**src/pkg/fet_defines.svh**
```systemverilog
// Register map, selection codes, reset values and field positions of the function enable block
`ifndef FET_DEFINES_SVH
`define FET_DEFINES_SVH

// Register byte addresses
`define FET_ADDR_SEL_LO 12'h000
`define FET_ADDR_SEL_HI 12'h004
`define FET_ADDR_TRAVEL 12'h008
`define FET_ADDR_SEQ_TORQUE 12'h00c
`define FET_ADDR_LOW_SPEED 12'h010
`define FET_ADDR_ALARM_CLASS 12'h014
`define FET_ADDR_STATUS 12'h018
`define FET_ADDR_ALARMS 12'h01c

// Reset values
`define FET_RST_SEL 32'h0000_0000
`define FET_RST_TRAVEL 3'h0
`define FET_RST_SEQ_TORQUE 16'h0000
`define FET_RST_LOW_SPEED 16'h0000
`define FET_RST_ALARM_CLASS 8'h00

// Function slots
`define FET_NUM_FUNC 8
`define FET_FN_EXCITE 0
`define FET_FN_ALARM_CLR 1
`define FET_FN_CW_LIMIT 2
`define FET_FN_CCW_LIMIT 3

// Selection codes
`define FET_SEL_OFF 8'h00
`define FET_SEL_ON 8'h01
`define FET_SEL_GIN_FIRST 8'h02
`define FET_SEL_GIN_LAST 8'h11
`define FET_SEL_LOWSPD_T 8'h12
`define FET_SEL_LOWSPD_F 8'h13
`define FET_SEL_REACH_T 8'h14
`define FET_SEL_REACH_F 8'h15
`define FET_SEL_MATCH_T 8'h16
`define FET_SEL_MATCH_F 8'h17
`define FET_SEL_ZSPD_T 8'h18
`define FET_SEL_ZSPD_F 8'h19
`define FET_SEL_INPOS_T 8'h1a
`define FET_SEL_INPOS_F 8'h1b
`define FET_SEL_TLIM_T 8'h1c
`define FET_SEL_TLIM_F 8'h1d
`define FET_SEL_SLIM_T 8'h1e
`define FET_SEL_SLIM_F 8'h1f
`define FET_SEL_NEAR_T 8'h20
`define FET_SEL_NEAR_F 8'h21
`define FET_SEL_CW_T 8'h22
`define FET_SEL_CW_F 8'h23
`define FET_SEL_CCW_T 8'h24
`define FET_SEL_CCW_F 8'h25
`define FET_SEL_ZSET_T 8'h26
`define FET_SEL_ZSET_F 8'h27

// Status register field positions
`define FET_ST_FEN_LSB 0
`define FET_ST_STATE_LSB 8
`define FET_ST_EXCITE_BIT 12
`define FET_ST_CW_ZERO_BIT 13
`define FET_ST_CCW_ZERO_BIT 14
`define FET_ST_GIN_LSB 16

`endif

```
**src/pkg/fet_pkg.sv**
```systemverilog
// Types shared by the function enable and travel limit block
package fet_pkg;

  // Travel limit action codes
  typedef enum logic [2:0] {
    inhibit_servobrake_keep_on = 3'h0,
    inhibit_dynbrake_keep_on = 3'h1,
    inhibit_coast_keep_on = 3'h2,
    inhibit_servobrake_then_off = 3'h3,
    inhibit_dynbrake_then_off = 3'h4,
    inhibit_coast_then_off = 3'h5,
    zero_speed_limit_only = 3'h6
  } fet_action_t;

  // Stop sequencer states, one-hot
  typedef enum logic [3:0] {
    ST_RUN = 4'b0001,
    ST_STOPPING = 4'b0010,
    ST_HOLD_ON = 4'b0100,
    ST_HOLD_OFF = 4'b1000
  } fet_state_t;

  // Braking method applied to the drive stage
  typedef enum logic [1:0] {
    BRAKE_NONE = 2'h0,
    BRAKE_SERVO = 2'h1,
    BRAKE_DYNAMIC = 2'h2,
    BRAKE_COAST = 2'h3
  } fet_brake_t;

  // Status flags from the motor control loops, same clock
  typedef struct packed {
    logic near;
    logic in_position;
    logic cmd_zero;
    logic torque_limiting;
    logic speed_limiting;
    logic low_speed;
    logic speed_reached;
    logic speed_match;
    logic zero_speed;
  } fet_status_t;

  // Commands toward the drive stage
  typedef struct packed {
    logic excitation_signal;
    logic cmd_inhibit;
    logic cw_speed_limit_zero;
    logic ccw_speed_limit_zero;
    fet_brake_t brake;
    logic [15:0] brake_torque_limit;
  } fet_drive_t;

endpackage

```
**src/hdl/fet_function_enable.sv**
```systemverilog
// Function enable selection, travel limit stop sequencer, alarm latch and APB register file
//
// Decided for this implementation: the register offsets and register access over APB.
`timescale 1ns/1ps
`include "fet_defines.svh"

module fet_function_enable
(
  // Clock and reset
  input wire logic clk,
  input wire logic sys_rst,
  // APB slave
  input wire logic psel,
  input wire logic penable,
  input wire logic pwrite,
  input wire logic [11:0] paddr,
  input wire logic [31:0] pwdata,
  input wire logic [3:0] pstrb,
  output logic [31:0] prdata,
  output logic pready,
  output logic pslverr,
  // Generic inputs from the host, asynchronous pins
  input wire logic [7:0] generic_input,
  // Motor loop status
  input wire fet_pkg::fet_status_t status,
  input wire logic signed [15:0] speed_monitor,
  input wire logic [15:0] peak_motor_torque,
  // Alarm sources
  input wire logic [7:0] alarm_raise,
  output logic [7:0] alarm_latched,
  // Function enables and drive commands
  output logic [7:0] func_enable,
  output fet_pkg::fet_drive_t drive
);

  // Register file
  logic [31:0] sel_lo_r;
  logic [31:0] sel_hi_r;
  fet_pkg::fet_action_t travel_action_r;
  logic [15:0] sequence_torque_limit_r;
  logic [15:0] low_speed_threshold_r;
  logic [7:0] alarm_class_r;
  logic [31:0] prdata_r;

  // Input synchronisers and filtered inputs
  logic [7:0] gin_s1_r;
  logic [7:0] gin_s2_r;
  logic [7:0] gin_s3_r;
  logic [7:0] gin_r;

  // Selection results
  logic [7:0] func_en_r;
  logic [7:0] func_en_nxt;
  logic rot_cw;
  logic rot_ccw;
  logic signed [16:0] thr_pos;
  logic signed [16:0] thr_neg;
  logic signed [16:0] speed_ext;

  // Sequencer and drive
  fet_pkg::fet_state_t state_r;
  fet_pkg::fet_state_t state_nxt;
  logic alarm_clr_prev_r;
  logic [7:0] alarm_r;
  logic excite_r;
  logic inhibit_r;
  logic cw_zero_r;
  logic ccw_zero_r;
  fet_pkg::fet_brake_t brake_r;
  logic [15:0] brake_torque_r;

  logic wr_en;
  logic rd_setup;
  logic addr_ok;
  logic [31:0] wmask;
  logic cw_event;
  logic ccw_event;
  logic any_event;
  logic keep_on;

  // Evaluate one selection code against inputs and flags
  function automatic logic sel_hit(
    input logic [7:0] code,
    input logic [7:0] gi,
    input fet_pkg::fet_status_t s,
    input logic cw,
    input logic ccw
  );
    logic hit;
    logic [7:0] ofs;
    hit = 1'b0;
    ofs = code - `FET_SEL_GIN_FIRST;
    if (code >= `FET_SEL_GIN_FIRST && code <= `FET_SEL_GIN_LAST)
    begin
      // Odd codes invert: same pin, either polarity
      hit = gi[ofs[3:1]] ^ code[0];
    end
    else
    begin
      case (code)
        `FET_SEL_OFF: hit = 1'b0;
        `FET_SEL_ON: hit = 1'b1;
        `FET_SEL_LOWSPD_T: hit = s.low_speed;
        `FET_SEL_LOWSPD_F: hit = ~s.low_speed;
        `FET_SEL_REACH_T: hit = s.speed_reached;
        `FET_SEL_REACH_F: hit = ~s.speed_reached;
        `FET_SEL_MATCH_T: hit = s.speed_match;
        `FET_SEL_MATCH_F: hit = ~s.speed_match;
        `FET_SEL_ZSPD_T: hit = s.zero_speed;
        `FET_SEL_ZSPD_F: hit = ~s.zero_speed;
        `FET_SEL_INPOS_T: hit = s.in_position;
        `FET_SEL_INPOS_F: hit = ~s.in_position;
        `FET_SEL_TLIM_T: hit = s.torque_limiting;
        `FET_SEL_TLIM_F: hit = ~s.torque_limiting;
        `FET_SEL_SLIM_T: hit = s.speed_limiting;
        `FET_SEL_SLIM_F: hit = ~s.speed_limiting;
        `FET_SEL_NEAR_T: hit = s.near;
        `FET_SEL_NEAR_F: hit = ~s.near;
        `FET_SEL_CW_T: hit = cw;
        `FET_SEL_CW_F: hit = ~cw;
        `FET_SEL_CCW_T: hit = ccw;
        `FET_SEL_CCW_F: hit = ~ccw;
        `FET_SEL_ZSET_T: hit = s.cmd_zero & s.in_position;
        `FET_SEL_ZSET_F: hit = ~(s.cmd_zero & s.in_position);
        // Codes outside the table leave the function inactive
        default: hit = 1'b0;
      endcase
    end
    return hit;
  endfunction

  // Three-stage synchroniser; a change counts once stages two and three agree
  genvar gi;
  generate
    for (gi = 0; gi < 8; gi++)
    begin : g_sync
      always_ff @(posedge clk or posedge sys_rst)
      begin
        if (sys_rst)
        begin
          gin_s1_r[gi] <= 1'b0;
          gin_s2_r[gi] <= 1'b0;
          gin_s3_r[gi] <= 1'b0;
          gin_r[gi] <= 1'b0;
        end
        else
        begin
          gin_s1_r[gi] <= generic_input[gi];
          gin_s2_r[gi] <= gin_s1_r[gi];
          gin_s3_r[gi] <= gin_s2_r[gi];
          if (gin_s2_r[gi] == gin_s3_r[gi])
          begin
            gin_r[gi] <= gin_s3_r[gi];
          end
        end
      end
    end
  endgenerate

  // Rotation direction against the low speed threshold, widened to avoid overflow on negation
  assign speed_ext = {speed_monitor[15], speed_monitor};
  assign thr_pos = {1'b0, low_speed_threshold_r};
  assign thr_neg = -thr_pos;
  assign rot_cw = speed_ext > thr_pos;
  assign rot_ccw = speed_ext < thr_neg;

  // Per-function selection
  generate
    for (gi = 0; gi < `FET_NUM_FUNC; gi++)
    begin : g_func
      logic [7:0] code;
      assign code = (gi < 4) ? sel_lo_r[(gi % 4) * 8 +: 8] : sel_hi_r[(gi % 4) * 8 +: 8];
      assign func_en_nxt[gi] = sel_hit(code, gin_r, status, rot_cw, rot_ccw);
    end
  endgenerate

  always_ff @(posedge clk or posedge sys_rst)
  begin
    if (sys_rst)
    begin
      func_en_r <= 8'h00;
    end
    else
    begin
      func_en_r <= func_en_nxt;
    end
  end

  assign func_enable = func_en_r;

  // Travel limit events
  assign cw_event = func_en_r[`FET_FN_CW_LIMIT];
  assign ccw_event = func_en_r[`FET_FN_CCW_LIMIT];
  assign any_event = cw_event | ccw_event;
  assign keep_on = travel_action_r inside {fet_pkg::inhibit_servobrake_keep_on,
    fet_pkg::inhibit_dynbrake_keep_on, fet_pkg::inhibit_coast_keep_on};

  // Stop sequencer; stop completion is taken from the zero speed flag
  always_comb
  begin
    state_nxt = state_r;
    unique case (state_r)
      fet_pkg::ST_RUN:
      begin
        if (any_event && travel_action_r != fet_pkg::zero_speed_limit_only)
        begin
          state_nxt = fet_pkg::ST_STOPPING;
        end
      end
      fet_pkg::ST_STOPPING:
      begin
        if (!any_event)
        begin
          state_nxt = fet_pkg::ST_RUN;
        end
        else if (status.zero_speed)
        begin
          state_nxt = keep_on ? fet_pkg::ST_HOLD_ON : fet_pkg::ST_HOLD_OFF;
        end
      end
      fet_pkg::ST_HOLD_ON,
      fet_pkg::ST_HOLD_OFF:
      begin
        if (!any_event)
        begin
          state_nxt = fet_pkg::ST_RUN;
        end
      end
      default: state_nxt = fet_pkg::ST_RUN;
    endcase
  end

  always_ff @(posedge clk or posedge sys_rst)
  begin
    if (sys_rst)
    begin
      state_r <= fet_pkg::ST_RUN;
    end
    else
    begin
      state_r <= state_nxt;
    end
  end

  // Alarm latch: rising edge of the clear enable wipes clearable bits, new raises win
  always_ff @(posedge clk or posedge sys_rst)
  begin
    if (sys_rst)
    begin
      alarm_clr_prev_r <= 1'b0;
      alarm_r <= 8'h00;
    end
    else
    begin
      alarm_clr_prev_r <= func_en_r[`FET_FN_ALARM_CLR];
      if (func_en_r[`FET_FN_ALARM_CLR] && !alarm_clr_prev_r)
      begin
        alarm_r <= (alarm_r & alarm_class_r) | alarm_raise;
      end
      else
      begin
        alarm_r <= alarm_r | alarm_raise;
      end
    end
  end

  assign alarm_latched = alarm_r;

  // Drive commands
  always_ff @(posedge clk or posedge sys_rst)
  begin
    if (sys_rst)
    begin
      excite_r <= 1'b0;
      inhibit_r <= 1'b0;
      cw_zero_r <= 1'b0;
      ccw_zero_r <= 1'b0;
      brake_r <= fet_pkg::BRAKE_NONE;
    end
    else
    begin
      cw_zero_r <= cw_event;
      ccw_zero_r <= ccw_event;
      inhibit_r <= state_nxt != fet_pkg::ST_RUN;
      brake_r <= fet_pkg::BRAKE_NONE;
      if (state_nxt == fet_pkg::ST_STOPPING)
      begin
        unique case (travel_action_r)
          fet_pkg::inhibit_servobrake_keep_on,
          fet_pkg::inhibit_servobrake_then_off: brake_r <= fet_pkg::BRAKE_SERVO;
          fet_pkg::inhibit_dynbrake_keep_on,
          fet_pkg::inhibit_dynbrake_then_off: brake_r <= fet_pkg::BRAKE_DYNAMIC;
          default: brake_r <= fet_pkg::BRAKE_COAST;
        endcase
      end
      // Dynamic braking and coasting cannot run with current applied
      excite_r <= func_en_r[`FET_FN_EXCITE] && alarm_r == 8'h00
        && state_nxt != fet_pkg::ST_HOLD_OFF
        && !(state_nxt == fet_pkg::ST_STOPPING
             && travel_action_r != fet_pkg::inhibit_servobrake_keep_on
             && travel_action_r != fet_pkg::inhibit_servobrake_then_off);
    end
  end

  // Servo-brake torque bound, clamped to motor peak
  always_ff @(posedge clk or posedge sys_rst)
  begin
    if (sys_rst)
    begin
      brake_torque_r <= 16'h0000;
    end
    else if (sequence_torque_limit_r > peak_motor_torque)
    begin
      brake_torque_r <= peak_motor_torque;
    end
    else
    begin
      brake_torque_r <= sequence_torque_limit_r;
    end
  end

  assign drive.excitation_signal = excite_r;
  assign drive.cmd_inhibit = inhibit_r;
  assign drive.cw_speed_limit_zero = cw_zero_r;
  assign drive.ccw_speed_limit_zero = ccw_zero_r;
  assign drive.brake = brake_r;
  assign drive.brake_torque_limit = brake_torque_r;

  // APB: zero wait states, read data captured in the setup cycle
  assign wr_en = psel & penable & pwrite & addr_ok;
  assign rd_setup = psel & ~penable & ~pwrite;
  assign wmask = {{8{pstrb[3]}}, {8{pstrb[2]}}, {8{pstrb[1]}}, {8{pstrb[0]}}};
  assign addr_ok = paddr inside {`FET_ADDR_SEL_LO, `FET_ADDR_SEL_HI, `FET_ADDR_TRAVEL,
    `FET_ADDR_SEQ_TORQUE, `FET_ADDR_LOW_SPEED, `FET_ADDR_ALARM_CLASS, `FET_ADDR_STATUS,
    `FET_ADDR_ALARMS};
  assign pready = 1'b1;
  assign pslverr = psel & penable & ~addr_ok;
  assign prdata = prdata_r;

  always_ff @(posedge clk or posedge sys_rst)
  begin
    if (sys_rst)
    begin
      sel_lo_r <= `FET_RST_SEL;
      sel_hi_r <= `FET_RST_SEL;
      travel_action_r <= fet_pkg::fet_action_t'(`FET_RST_TRAVEL);
      sequence_torque_limit_r <= `FET_RST_SEQ_TORQUE;
      low_speed_threshold_r <= `FET_RST_LOW_SPEED;
      alarm_class_r <= `FET_RST_ALARM_CLASS;
    end
    else if (wr_en)
    begin
      case (paddr)
        `FET_ADDR_SEL_LO: sel_lo_r <= (sel_lo_r & ~wmask) | (pwdata & wmask);
        `FET_ADDR_SEL_HI: sel_hi_r <= (sel_hi_r & ~wmask) | (pwdata & wmask);
        `FET_ADDR_TRAVEL:
        begin
          // Code 7 in bits 2:0 is not an action; keep the previous one
          if (pstrb[0] && pwdata[2:0] != 3'h7)
          begin
            travel_action_r <= fet_pkg::fet_action_t'(pwdata[2:0]);
          end
        end
        `FET_ADDR_SEQ_TORQUE:
        begin
          if (pstrb[0])
          begin
            sequence_torque_limit_r[7:0] <= pwdata[7:0];
          end
          if (pstrb[1])
          begin
            sequence_torque_limit_r[15:8] <= pwdata[15:8];
          end
        end
        `FET_ADDR_LOW_SPEED:
        begin
          if (pstrb[0])
          begin
            low_speed_threshold_r[7:0] <= pwdata[7:0];
          end
          if (pstrb[1])
          begin
            low_speed_threshold_r[15:8] <= pwdata[15:8];
          end
        end
        `FET_ADDR_ALARM_CLASS:
        begin
          if (pstrb[0])
          begin
            alarm_class_r <= pwdata[7:0];
          end
        end
        default:
        begin
        end
      endcase
    end
  end

  always_ff @(posedge clk or posedge sys_rst)
  begin
    if (sys_rst)
    begin
      prdata_r <= 32'h0000_0000;
    end
    else if (rd_setup)
    begin
      case (paddr)
        `FET_ADDR_SEL_LO: prdata_r <= sel_lo_r;
        `FET_ADDR_SEL_HI: prdata_r <= sel_hi_r;
        `FET_ADDR_TRAVEL: prdata_r <= {29'h0000_0000, travel_action_r};
        `FET_ADDR_SEQ_TORQUE: prdata_r <= {16'h0000, sequence_torque_limit_r};
        `FET_ADDR_LOW_SPEED: prdata_r <= {16'h0000, low_speed_threshold_r};
        `FET_ADDR_ALARM_CLASS: prdata_r <= {24'h00_0000, alarm_class_r};
        `FET_ADDR_STATUS: prdata_r <= {8'h00, gin_r, 1'b0, ccw_zero_r, cw_zero_r, excite_r,
          state_r, func_en_r};
        `FET_ADDR_ALARMS: prdata_r <= {24'h00_0000, alarm_r};
        default: prdata_r <= 32'h0000_0000;
      endcase
    end
  end

endmodule

```
**config.mk**
```make
export PLATFORM = sky130hd
export DESIGN_NAME = fet_function_enable
export DESIGN_NICKNAME = d
export VERILOG_FILES = /design/src/pkg/fet_pkg.sv /design/src/hdl/fet_function_enable.sv
export VERILOG_INCLUDE_DIRS = /design/src /design/src/pkg
export SDC_FILE = /design/constraint.sdc
export NUM_CORES = 1
export LEC_CHECK = 0
export ABC_AREA = 1
export BUFFER_PORTS_ARGS = -buffer_cell sky130_fd_sc_hd__buf_2
export CORE_MARGIN = 2
export CORE_UTILIZATION = 35
export DETAILED_ROUTE_END_ITERATION = 10
export PLACE_DENSITY_LB_ADDON = 0.12
export SYNTH_ARGS = -nofsm -noshare
export SYNTH_HDL_FRONTEND = slang
export SYNTH_SLANG_ARGS = --single-unit
```
**constraint.sdc**
```tcl
create_clock -name clk -period 9.15 [get_ports clk]
set_input_delay 1.3725 -clock clk [delete_from_list [all_inputs] [get_ports clk]]
set_output_delay 1.3725 -clock clk [all_outputs]
set_load 0.01 [all_outputs]
```
## After elaboration in Yosys (flattened, before gate mapping)

Index checks and enable logic that the tools add are counted.

| word-level totals | value |
|---|---|
| latch bits | 0 |
| bits in registers | 214 |
| memories | 0 |
| bits in read-only memories | 0 |
| memory bits (writable) | 0 |
| input bits | 110 |
| output and inout port bits | 72 |

| cells by class | value |
|---|---|
| bitwise operators | 39 |
| equality and inequality tests | 213 |
| multiplexer cells | 43 |
| shifts and indexed selects | 0 |
| add/sub/neg operators | 9 |
| multipliers | 0 |
| divide/modulo/power cells | 0 |
| magnitude comparators | 27 |
| reduce and logical (&&, ||, !) cells | 35 |

Operators by type and width:

| cell | count |
|---|---|
| $eq A8 B5 Y1 const B | 112 |
| $eq A8 B6 Y1 const B | 64 |
| $pmux W32 S8 | 1 |
| $pmux W1 S23 | 8 |
| $and A32 B32 Y32 | 3 |
| $eq A8 B1 Y1 const B | 8 |
| $ge A8 B2 Y1 const B | 8 |
| $le A8 B5 Y1 const B | 8 |
| $or A32 B32 Y32 | 2 |
| $eq A12 B5 Y1 const B | 4 |
| $lt A3 B4 Y1 const B | 8 |
| $not A32 Y32 | 1 |
| $sub A4 B2 Y4 const B | 8 |
| $bmux W1 S3 | 8 |
| $eq A12 B4 Y1 const B | 2 |
| $mux W4 | 5 |
| $reduce_and A3 Y1 | 6 |
| $gt A16 B17 Y1 | 1 |
| $lt A16 B17 Y1 | 1 |
| $neg A16 Y17 | 1 |
| $gt A16 B16 Y1 | 1 |
| $logic_and A1 B1 Y1 | 16 |
| $mux W1 | 16 |
| $mux W16 | 1 |
| 31 further kinds | 73 |

## Longest topological paths before layout

Gate-level depths: netlist (run 1).

| depth | value |
|---|---|
| depth in word-level cells | 11 |
| mapped depth | 25 |
| mapped depth without buffers | 25 |

## Least setup slack after synthesis (run 1)

OpenSTA, ideal clock, no wires.

| path | value |
|---|---|
| path type | input port to output port |
| start | in paddr[1] |
| end | out pslverr |
| stages on the path | 9 |
| required time | 7.777 ns |
| setup slack | 5.497 ns |
| data arrival time | 2.281 ns |
| path through | inv_1 -> nand2_1 -> nor2_2 -> nand2_1 -> inv_2 -> nand2_2 -> nand3_2 -> nor2_4 -> and3_1 |

| between the ends | value |
|---|---|
| word-level cells in the longest chain between the ends | 4 |
| elaborated cells on any way between the ends | 11 |

Ends and longest elaborated chain:

| what | line | text |
|---|---|---|
| from (decl) | fet_function_enable.sv:16 | `input wire logic [11:0] paddr,` |
| $eq A12 B3 Y1 (tied with other cells) | fet_function_enable.sv:333 | `` assign addr_ok = paddr inside {`FET_ADDR_SEL_LO, `FET_ADDR_SEL_HI, `FET_ADDR_TRAVEL, `` |
| $reduce_bool A8 Y1 * | fet_function_enable.sv:333 |  |
| $not A1 Y1 * | fet_function_enable.sv:337 | `assign pslverr = psel & penable & ~addr_ok;` |
| $and A1 B1 Y1 * | fet_function_enable.sv:337 |  |
| to (decl) | fet_function_enable.sv:21 | `output logic pslverr,` |

Mark *: on every way between the ends. The rest lies on a longest branch, timed or not.

## Final worst setup path (run 1)

| path | value |
|---|---|
| start | reg low_speed_threshold_r[1] |
| end | reg func_en_r[7], in the netlist func_enable[7] |

| between the ends | value |
|---|---|
| word-level cells in the longest chain between the ends | 5 |
| elaborated cells on any way between the ends | 7 |

Ends and longest elaborated chain:

| what | line | text |
|---|---|---|
| from (decl) | fet_function_enable.sv:41 | `logic [15:0] low_speed_threshold_r;` |
| from (signal assigned) | fet_function_enable.sv:348 | `` low_speed_threshold_r <= `FET_RST_LOW_SPEED; `` |
| from (signal assigned) | fet_function_enable.sv:379 | `low_speed_threshold_r[7:0] <= pwdata[7:0];` |
| $neg A16 Y17 | fet_function_enable.sv:163 | `assign thr_neg = -thr_pos;` |
| $lt A16 B17 Y1 | fet_function_enable.sv:165 | `assign rot_ccw = speed_ext < thr_neg;` |
| $not A1 Y1 | fet_function_enable.sv:122 | `` `FET_SEL_CCW_F: hit = ~ccw; `` |
| $pmux W1 S23 * | fet_function_enable.sv:100 | `case (code)` |
| $mux W1 * | fet_function_enable.sv:93 | `` if (code >= `FET_SEL_GIN_FIRST && code <= `FET_SEL_GIN_LAST) `` |
| named net func_en_nxt[7] | fet_function_enable.sv:53 | `logic [7:0] func_en_nxt;` |
| to (signal assigned) | fet_function_enable.sv:185 | `func_en_r <= func_en_nxt;` |
| to (decl) | fet_function_enable.sv:52 | `logic [7:0] func_en_r;` |

The timed path passes the listed nets; every way through them passes the cells marked *.
A chain may end at the register's enable or synchronous reset.

==> results of run 1 <==
==> final cells by class <==
| class | count | area share (%) |
|---|---|---|
| multi-input combinational | 1543 | 47.1 |
| sequential | 214 | 32.6 |
| clock buffer | 39 | 4.63 |
| tap | 532 | 4.05 |
| inverter | 212 | 4.89 |
| clock inverter | 8 | 0.671 |
| timing repair buffer | 192 | 6.04 |
==> layer usage <==
metal / vias up / GRT usage (%) / wire length (µm)
li1: 7043 / - / -
met1: 6871 / 35.1 / 24300
met2: 500 / 39.0 / 23600
met3: 66 / 4.10 / 4010
met4: 0 / 6.33 / 1100
met5: - / 0 / 0
==> Yosys cell counts (2+ instances only) <==
cell	number	share of area (%)
nand2_1	673	18
dfrtp_1	213	37
inv_1	198	5.2
nor2_1	184	4.8
o21ai_0	135	4.7
nand3_1	134	4.7
nand4_1	122	5.3
a21oi_1	59	2.1
ha_1	58	5.1
clkbuf_1	47	1.2
nor3_1	47	1.6
o22ai_1	19	0.83
xor2_1	19	1.2
buf_2	16	0.56
buf_6	11	0.86
buf_1	10	0.26
nand3_4	10	1.2
o211ai_1	10	0.52
o221ai_1	10	0.61
xnor2_1	9	0.55
buf_4	8	0.42
maj3_1	8	0.56
nand3b_1	8	0.42
a31oi_1	7	0.30
clkinv_1	7	0.18
inv_2	7	0.18
o21bai_1	7	0.37
nand3_2	4	0.28
a21o_1	3	0.16
nor4_1	3	0.13
nor2_4	2	0.16
==> cells by family (layout without fill, tap and decap cells) <==
kind of cell | after synthesis | count (layout)
and+or+nand+nor | 1193 | 1193
buffers and inverters | 305 | 451
AOI/OAI and AO/OA | 255 | 255
DFF | 214 | 214
adders and majority gates | 66 | 66
xor gates and xnor gates | 28 | 28
other | 1 | 1
==> how the worst min path moves through the flow <==
stage | slack, ps | endpoint | from | cells after the start
finish | 340 | gin_s2_r[2]$_DFF_PP0_ | gin_s1_r[2]$_DFF_PP0_ | 0
global route | 360 | gin_s2_r[3]$_DFF_PP0_ | gin_s1_r[3]$_DFF_PP0_ | 0
CTS | 350 | gin_s2_r[5]$_DFF_PP0_ | gin_s1_r[5]$_DFF_PP0_ | 0
detailed placement | 340 | gin_s2_r[5]$_DFF_PP0_ | gin_s1_r[5]$_DFF_PP0_ | 0
global placement | 330 | gin_s2_r[3]$_DFF_PP0_ | gin_s1_r[3]$_DFF_PP0_ | 0
floorplan | 330 | gin_s2_r[0]$_DFF_PP0_ | gin_s1_r[0]$_DFF_PP0_ | 0
==> worst max-delay path, stage by stage (launching register included) <==
cell     delay (ps)
dfrtp_1         410
inv_1           140
ha_1            200
nand3_1         150
nor3_1          290
nand2_1         150
nor2_1          170
nand4_1         100
nor2_1          140
nand4_1         130
nor2_1          120
ha_1            310
a21o_1          220
nor2_1          100
nand2_1          50
nor2_1          290
nand2_1         130
nand2_1         280
nand2_1         340
nand2_1         140
nand2_1          60
nor2_1          100
nand2_1         100
==> stage by stage <==
step | util (%) | hold slack, ps | instances | total power, mW | setup slack (ps)
4_1_cts | 40.4 | 348 | 2740 | 2.23 | 4930
2_1_floorplan | - | 331 | 2062 | 1.08 | 1930
3_5_place_dp | 38.3 | 336 | 2693 | 1.17 | 4640
5_1_grt | 40.4 | 359 | 2740 | 2.28 | 4520
6_report | 40.4 | 345 | 2740 | 2.20 | 4850
3_3_place_gp | 38.3 | 332 | 2693 | 1.17 | 4710
==> power breakdown <==
part | internal (mW) | total (mW) | switching [mW]
clock | 0.629 | 1.05 | 0.417
combinational | 0.0503 | 0.174 | 0.124
sequential | 0.958 | 0.978 | 0.0196
==> metrics.csv, run 1 <==
stage,metric,value,unit
synthesis,synth_cell_types,45,
clocking,post_cts.repair.setup_buffers,0,
die,die_w,207,µm
finish,final_cell_mix,"nand2_1, dfrtp_1, inv_1",
worst_setup_path,r2r_start,low_speed_threshold_r[1]$_DFFE_PP0P_,
timing,timing.slew.headroom,25.9,%
worst_setup_path,worstSetupEndpoint,func_enable[7]$_DFF_PP0_,
timing,tightestPinTransition,1110,ps
clocking,clkSinkCount,214,
die,row_count,74,
clocking,htreeDepth,1,
timing,setup_tns,0,ps
clocking,worstSkewPairLatency,560,ps
worst_hold_path,hp-class,reg2reg,
detailed_routing,drt-pass1-iter-count,8,
synthesis,synth-adder-area-share,5.61,%
synthesis,muxShareOfSynthArea,0,%
place,finalWeightedCongestion,0.941,
synthesis,netlist_area,0.0144,mm²
worst_setup_path,critPathLaunchType,register,
global_route,antenna_found_initial,0,
power_and_ir_drop,ir_worst_vdd,0.130,mV
clocking,ctsResizeCount,0,
synthesis,ys_ff_latch,214,
clocking,cts.clk_slew.worst_paths,60,ps
worst_setup_path,critPathRequiredTime,9560,ps
global_route,grt_max_degree,111,
power_and_ir_drop,cellPowerDensity,134,mW/mm²
synthesis,synth.net_count,2230,
clocking,clockBufferDepth,3,
synthesis,synth-main-ff-cell,dfrtp_1,
finish,area_growth,14.3,%
timing,clock_skew,17.9,ps
detailed_routing,wl_per_cell,19.4,µm
finish,ff_latch_area,0.00536,mm²
finish,multiInputGateArea,0.00773,mm²
power_and_ir_drop,leakage,8.59,nW
global_route,grt_pass1_vias,13500,
worst_setup_path,cp-end-kind,register,
worst_setup_path,arrival,4710,ps
synthesis,seq_area_frac_synth,37.3,%
place,place_area,0.0155,mm²
timing,fmax,233,MHz
finish,final_net_count,2357,
clocking,cts_made_buffers,26,
finish,final_area,0.0164,mm²
detailed_routing,drtAntennaViolNets,0,
synthesis,synth_top_family_by_area,simple AND/OR/NAND/NOR gates,
worst_setup_path,path_max_fanout,7,
detailed_routing,viasPerCell,5.28,
global_route,grt_pass1_wl,80000,µm
outcome,outcome,"finished, final reports clean",
timing,setup-violations-final,0,
detailed_routing,drc,0,
place,hpwl,39800,µm
finish,final_common_cell,nand2_1,
clocking,hold_buffers,0,
die,initial_core_util,35.3,%
worst_setup_path,critPathKind,reg2reg,
synthesis,synth_edf_count,0,
place,portBuffers,180,
worst_setup_path,cp-startpoint,low_speed_threshold_r[1]$_DFFE_PP0P_,
flow_run,cap_violations,0,
synthesis,synthXorXnorAreaFrac,1.71,%
worst_setup_path,rr_worst_depth,22,
detailed_routing,vias,14500,
finish,drive_gt1_share,12.0,%
finish,fill_cells,4350,
clocking,cts_tree,built,
global_route,gr-usage-all-layers,24.7,%
global_route,overflow,0,
die,core,0.0406,mm²
worst_setup_path,reg2reg_setup_slack,4850,ps
die,dieArea,0.0427,mm²
detailed_routing,wl,53100,µm
worst_setup_path,r2r-end,func_enable[7]$_DFF_PP0_,
synthesis,synth_simple_gate_area_share,36.6,%
die,die_h,207,µm
timing,rsz0062_at_grt,no,
die,io_pins,182,
synthesis,synth_compound_area_share,9.84,%
timing,hold_viol_final,0,
synthesis,synthCells,2062,
synthesis,synth_warnings,0,
timing,drv_slew,0,
clocking,root_buffer,clkbuf_16,
detailed_routing,drt_iter0_drc,1263,
timing,finalCritPeriodShare,47.0,%
finish,diodes,0,
timing,min_period,4300,ps
synthesis,async_flop_share,100,%
synthesis,synth_area_per_cell,6.97,µm²
Power figures use the tool's default switching activity.
==> inputs of run 2 (changes only) <==
- clock period: 9.15 -> 3.53 ns (I/O delays scaled with it)
==> run 2 against run 1 <==
Effect of this change: combinational power increased to 2.8 times the previous value; cell count increased by 0.95%; maximum frequency increased by 34%; via count increased by 2.0%; sequential share of layout area decreased by 0.66 points; register-to-register slack got worse by 4500 ps; die area unchanged; cell area increased by 2.1%; core utilization increased by 0.83 points; clock power increased to 2.7 times the previous value; routed wire length increased by 4.0%; global-route usage increased by 1.0 points; critical path type unchanged; largest cell class unchanged; largest power group unchanged; highest routed layer unchanged.
==> metrics.csv, run 2 (synthesis results as in run 1) <==
stage,metric,value,unit
outcome,outcome,"finished, final reports clean",
worst_hold_path,hp-class,in2reg,
finish,drive_gt1_share,13.6,%
power_and_ir_drop,leakage,8.75,nW
detailed_routing,viasPerCell,5.34,
die,die_h,207,µm
place,dp_slack,-32.8,ps
power_and_ir_drop,ir_worst_vdd,0.327,mV
global_route,grt_max_degree,66,
worst_setup_path,path_max_fanout,4,
die,row_count,74,
detailed_routing,drt_iter0_drc,1288,
clocking,worstSkewPairLatency,570,ps
power_and_ir_drop,internal_power,4.33,mW
die,initial_core_util,35.3,%
clocking,cts_tree,built,
finish,final_common_cell,nand2_1,
worst_setup_path,slowest_stage,dfrtp_1,
clocking,hold_buffers,0,
detailed_routing,drtAntennaViolNets,0,
die,io_pins,182,
timing,min_period,3210,ps
detailed_routing,vias,14800,
flow_run,cap_violations,0,
worst_setup_path,cp-end-kind,register,
finish,fill_cells,4314,
clocking,cts.clk_slew.worst_paths,70,ps
finish,final_net_count,2378,
worst_setup_path,arrival,3660,ps
worst_setup_path,critPathMaxStageDelay,410,ps
place,hpwl,42000,µm
detailed_routing,drt-pass1-iter-count,6,
worst_setup_path,crit_family,simple AND/OR/NAND/NOR gates,
place,finalWeightedCongestion,0.955,
timing,finalCritPeriodShare,91.0,%
timing,drv_slew,0,
die,dieArea,0.0427,mm²
finish,finish.utilization,41.2,%
clocking,cts_made_buffers,27,
timing,worst_slack,319,ps
worst_setup_path,critPathLaunchType,register,
clocking,clkSinkCount,214,
timing,tightestPinTransition,1030,ps
global_route,grt_pass1_vias,14000,
timing,hold_viol_final,0,
place,portBuffers,180,
timing,setup_tns,0,ps
detailed_routing,wl,55200,µm
power_and_ir_drop,cellPowerDensity,350,mW/mm²
worst_setup_path,critical_path_buf_inv_count,2,
global_route,gr-usage-all-layers,25.8,%
die,die_w,207,µm
clocking,clockBufferDepth,3,
power_and_ir_drop,swShare,26.2,%
power_and_ir_drop,finalPower,5.87,mW
worst_setup_path,critPathRequiredTime,3970,ps
timing,clock_skew,13.6,ps
timing,timing.slew.headroom,31.0,%
power_and_ir_drop,switching_power,1.54,mW
detailed_routing,wl_per_cell,19.9,µm
worst_setup_path,worstPathCellList,inv_2 > ha_2 > nand3_2 > nor3_2 > nand2_1 > nor2_2 > nand4_1 > nor2_1 > nand4_1 > nor2_2 > ha_1 > a21o_1 > nor2_1 > nand2_1 > nor2_4 > nand3_2 > buf_4 > nand3_1 > nand2_1 > nor2_1 > nand3_1,
timing,fmax,311,MHz
power_and_ir_drop,clock_power_share,48.7,%
global_route,antenna_found_initial,1,
global_route,overflow,0,
finish,multiInputGateArea,0.00779,mm²
finish,final_cell_mix,"nand2_1, dfrtp_1, inv_1",
power_and_ir_drop,p_seq_share,43.1,%
global_route,grt_pass1_wl,83400,µm
die,core,0.0406,mm²
finish,area_growth,16.6,%
timing,setup-violations-final,0,
clocking,htreeDepth,1,
detailed_routing,drc,0,
timing,whs,64.5,ps
power_and_ir_drop,p_comb_share,8.3,%
worst_setup_path,critPathKind,reg2reg,
clocking,root_buffer,clkbuf_16,
finish,ff_latch_area,0.00536,mm²
-- run 2: changes by cell type in the layout (fill, tap and decap cells not counted), sizes merged --
cell and change:
clkinvlp -1, inv +1, clkinv +3, diode +3
buf +20
-- run 2: layer usage --
layer  GRT usage [%]  vias up  share of wire, %
met4            6.53        0               2.2
met1            37.5     7043                47
met3            3.70       70               7.1
li1                -     7136                 -
met2            40.0      516                44
met5               0        -                 0
-- run 2: final timing paths --
check	start	depth (start not counted)	slack, ps	end
min	generic_input[2]	1	60	gin_s1_r[2]$_DFF_PP0_
max in group asynchronous	sys_rst	3	2470	state_r[0]$_DFF_PP1_
min in group asynchronous	sys_rst	2	200	sequence_torque_limit_r[13]$_DFFE_PP0P_
max	low_speed_threshold_r[1]$_DFFE_PP0P_	21	320	func_enable[2]$_DFF_PP0_
min reg2reg	gin_s1_r[3]$_DFF_PP0_	0	350	gin_s2_r[3]$_DFF_PP0_
max reg2reg	low_speed_threshold_r[1]$_DFFE_PP0P_	21	320	func_enable[2]$_DFF_PP0_
-- run 2: through the flow --
| stage | std cells | area (µm²) |
|---|---|---|
| 2_1_floorplan | 2062 | 14400 |
| 3_3_place_gp | 2711 | 15800 |
| 3_5_place_dp | 2711 | 15800 |
| 4_1_cts | 2761 | 16700 |
| 5_1_grt | 2764 | 16800 |
| 6_report | 2766 | 16800 |
-- run 2: power groups by stage --
stage,Sequential (mW),Clock (mW),Combinational (mW)
floorplan,2.54,0,0.255
global placement,2.57,0,0.475
detailed placement,2.57,0,0.480
CTS,2.53,2.93,0.482
global route,2.53,3.02,0.541
finish,2.53,2.86,0.485
-- run 2: final cells by class --
type                            count  area share [%]
Multi-Input combinational cell   1543            46.5
Sequential cell                   214            32.0
Timing Repair Buffer              212            7.33
Inverter                          212            4.77
Clock buffer                       39            4.72
Tap cell                          532            3.97
Clock inverter                     11           0.717
Antenna cell                        3          0.0448
-- run 2: what timing repair did --
action                                  CTS  global route
endpoints found under the setup margin    4             8
hold endpoints to repair                  0             0
gates resized for setup                   1            17
setup buffers                             0             2
pin swaps                                 0             4
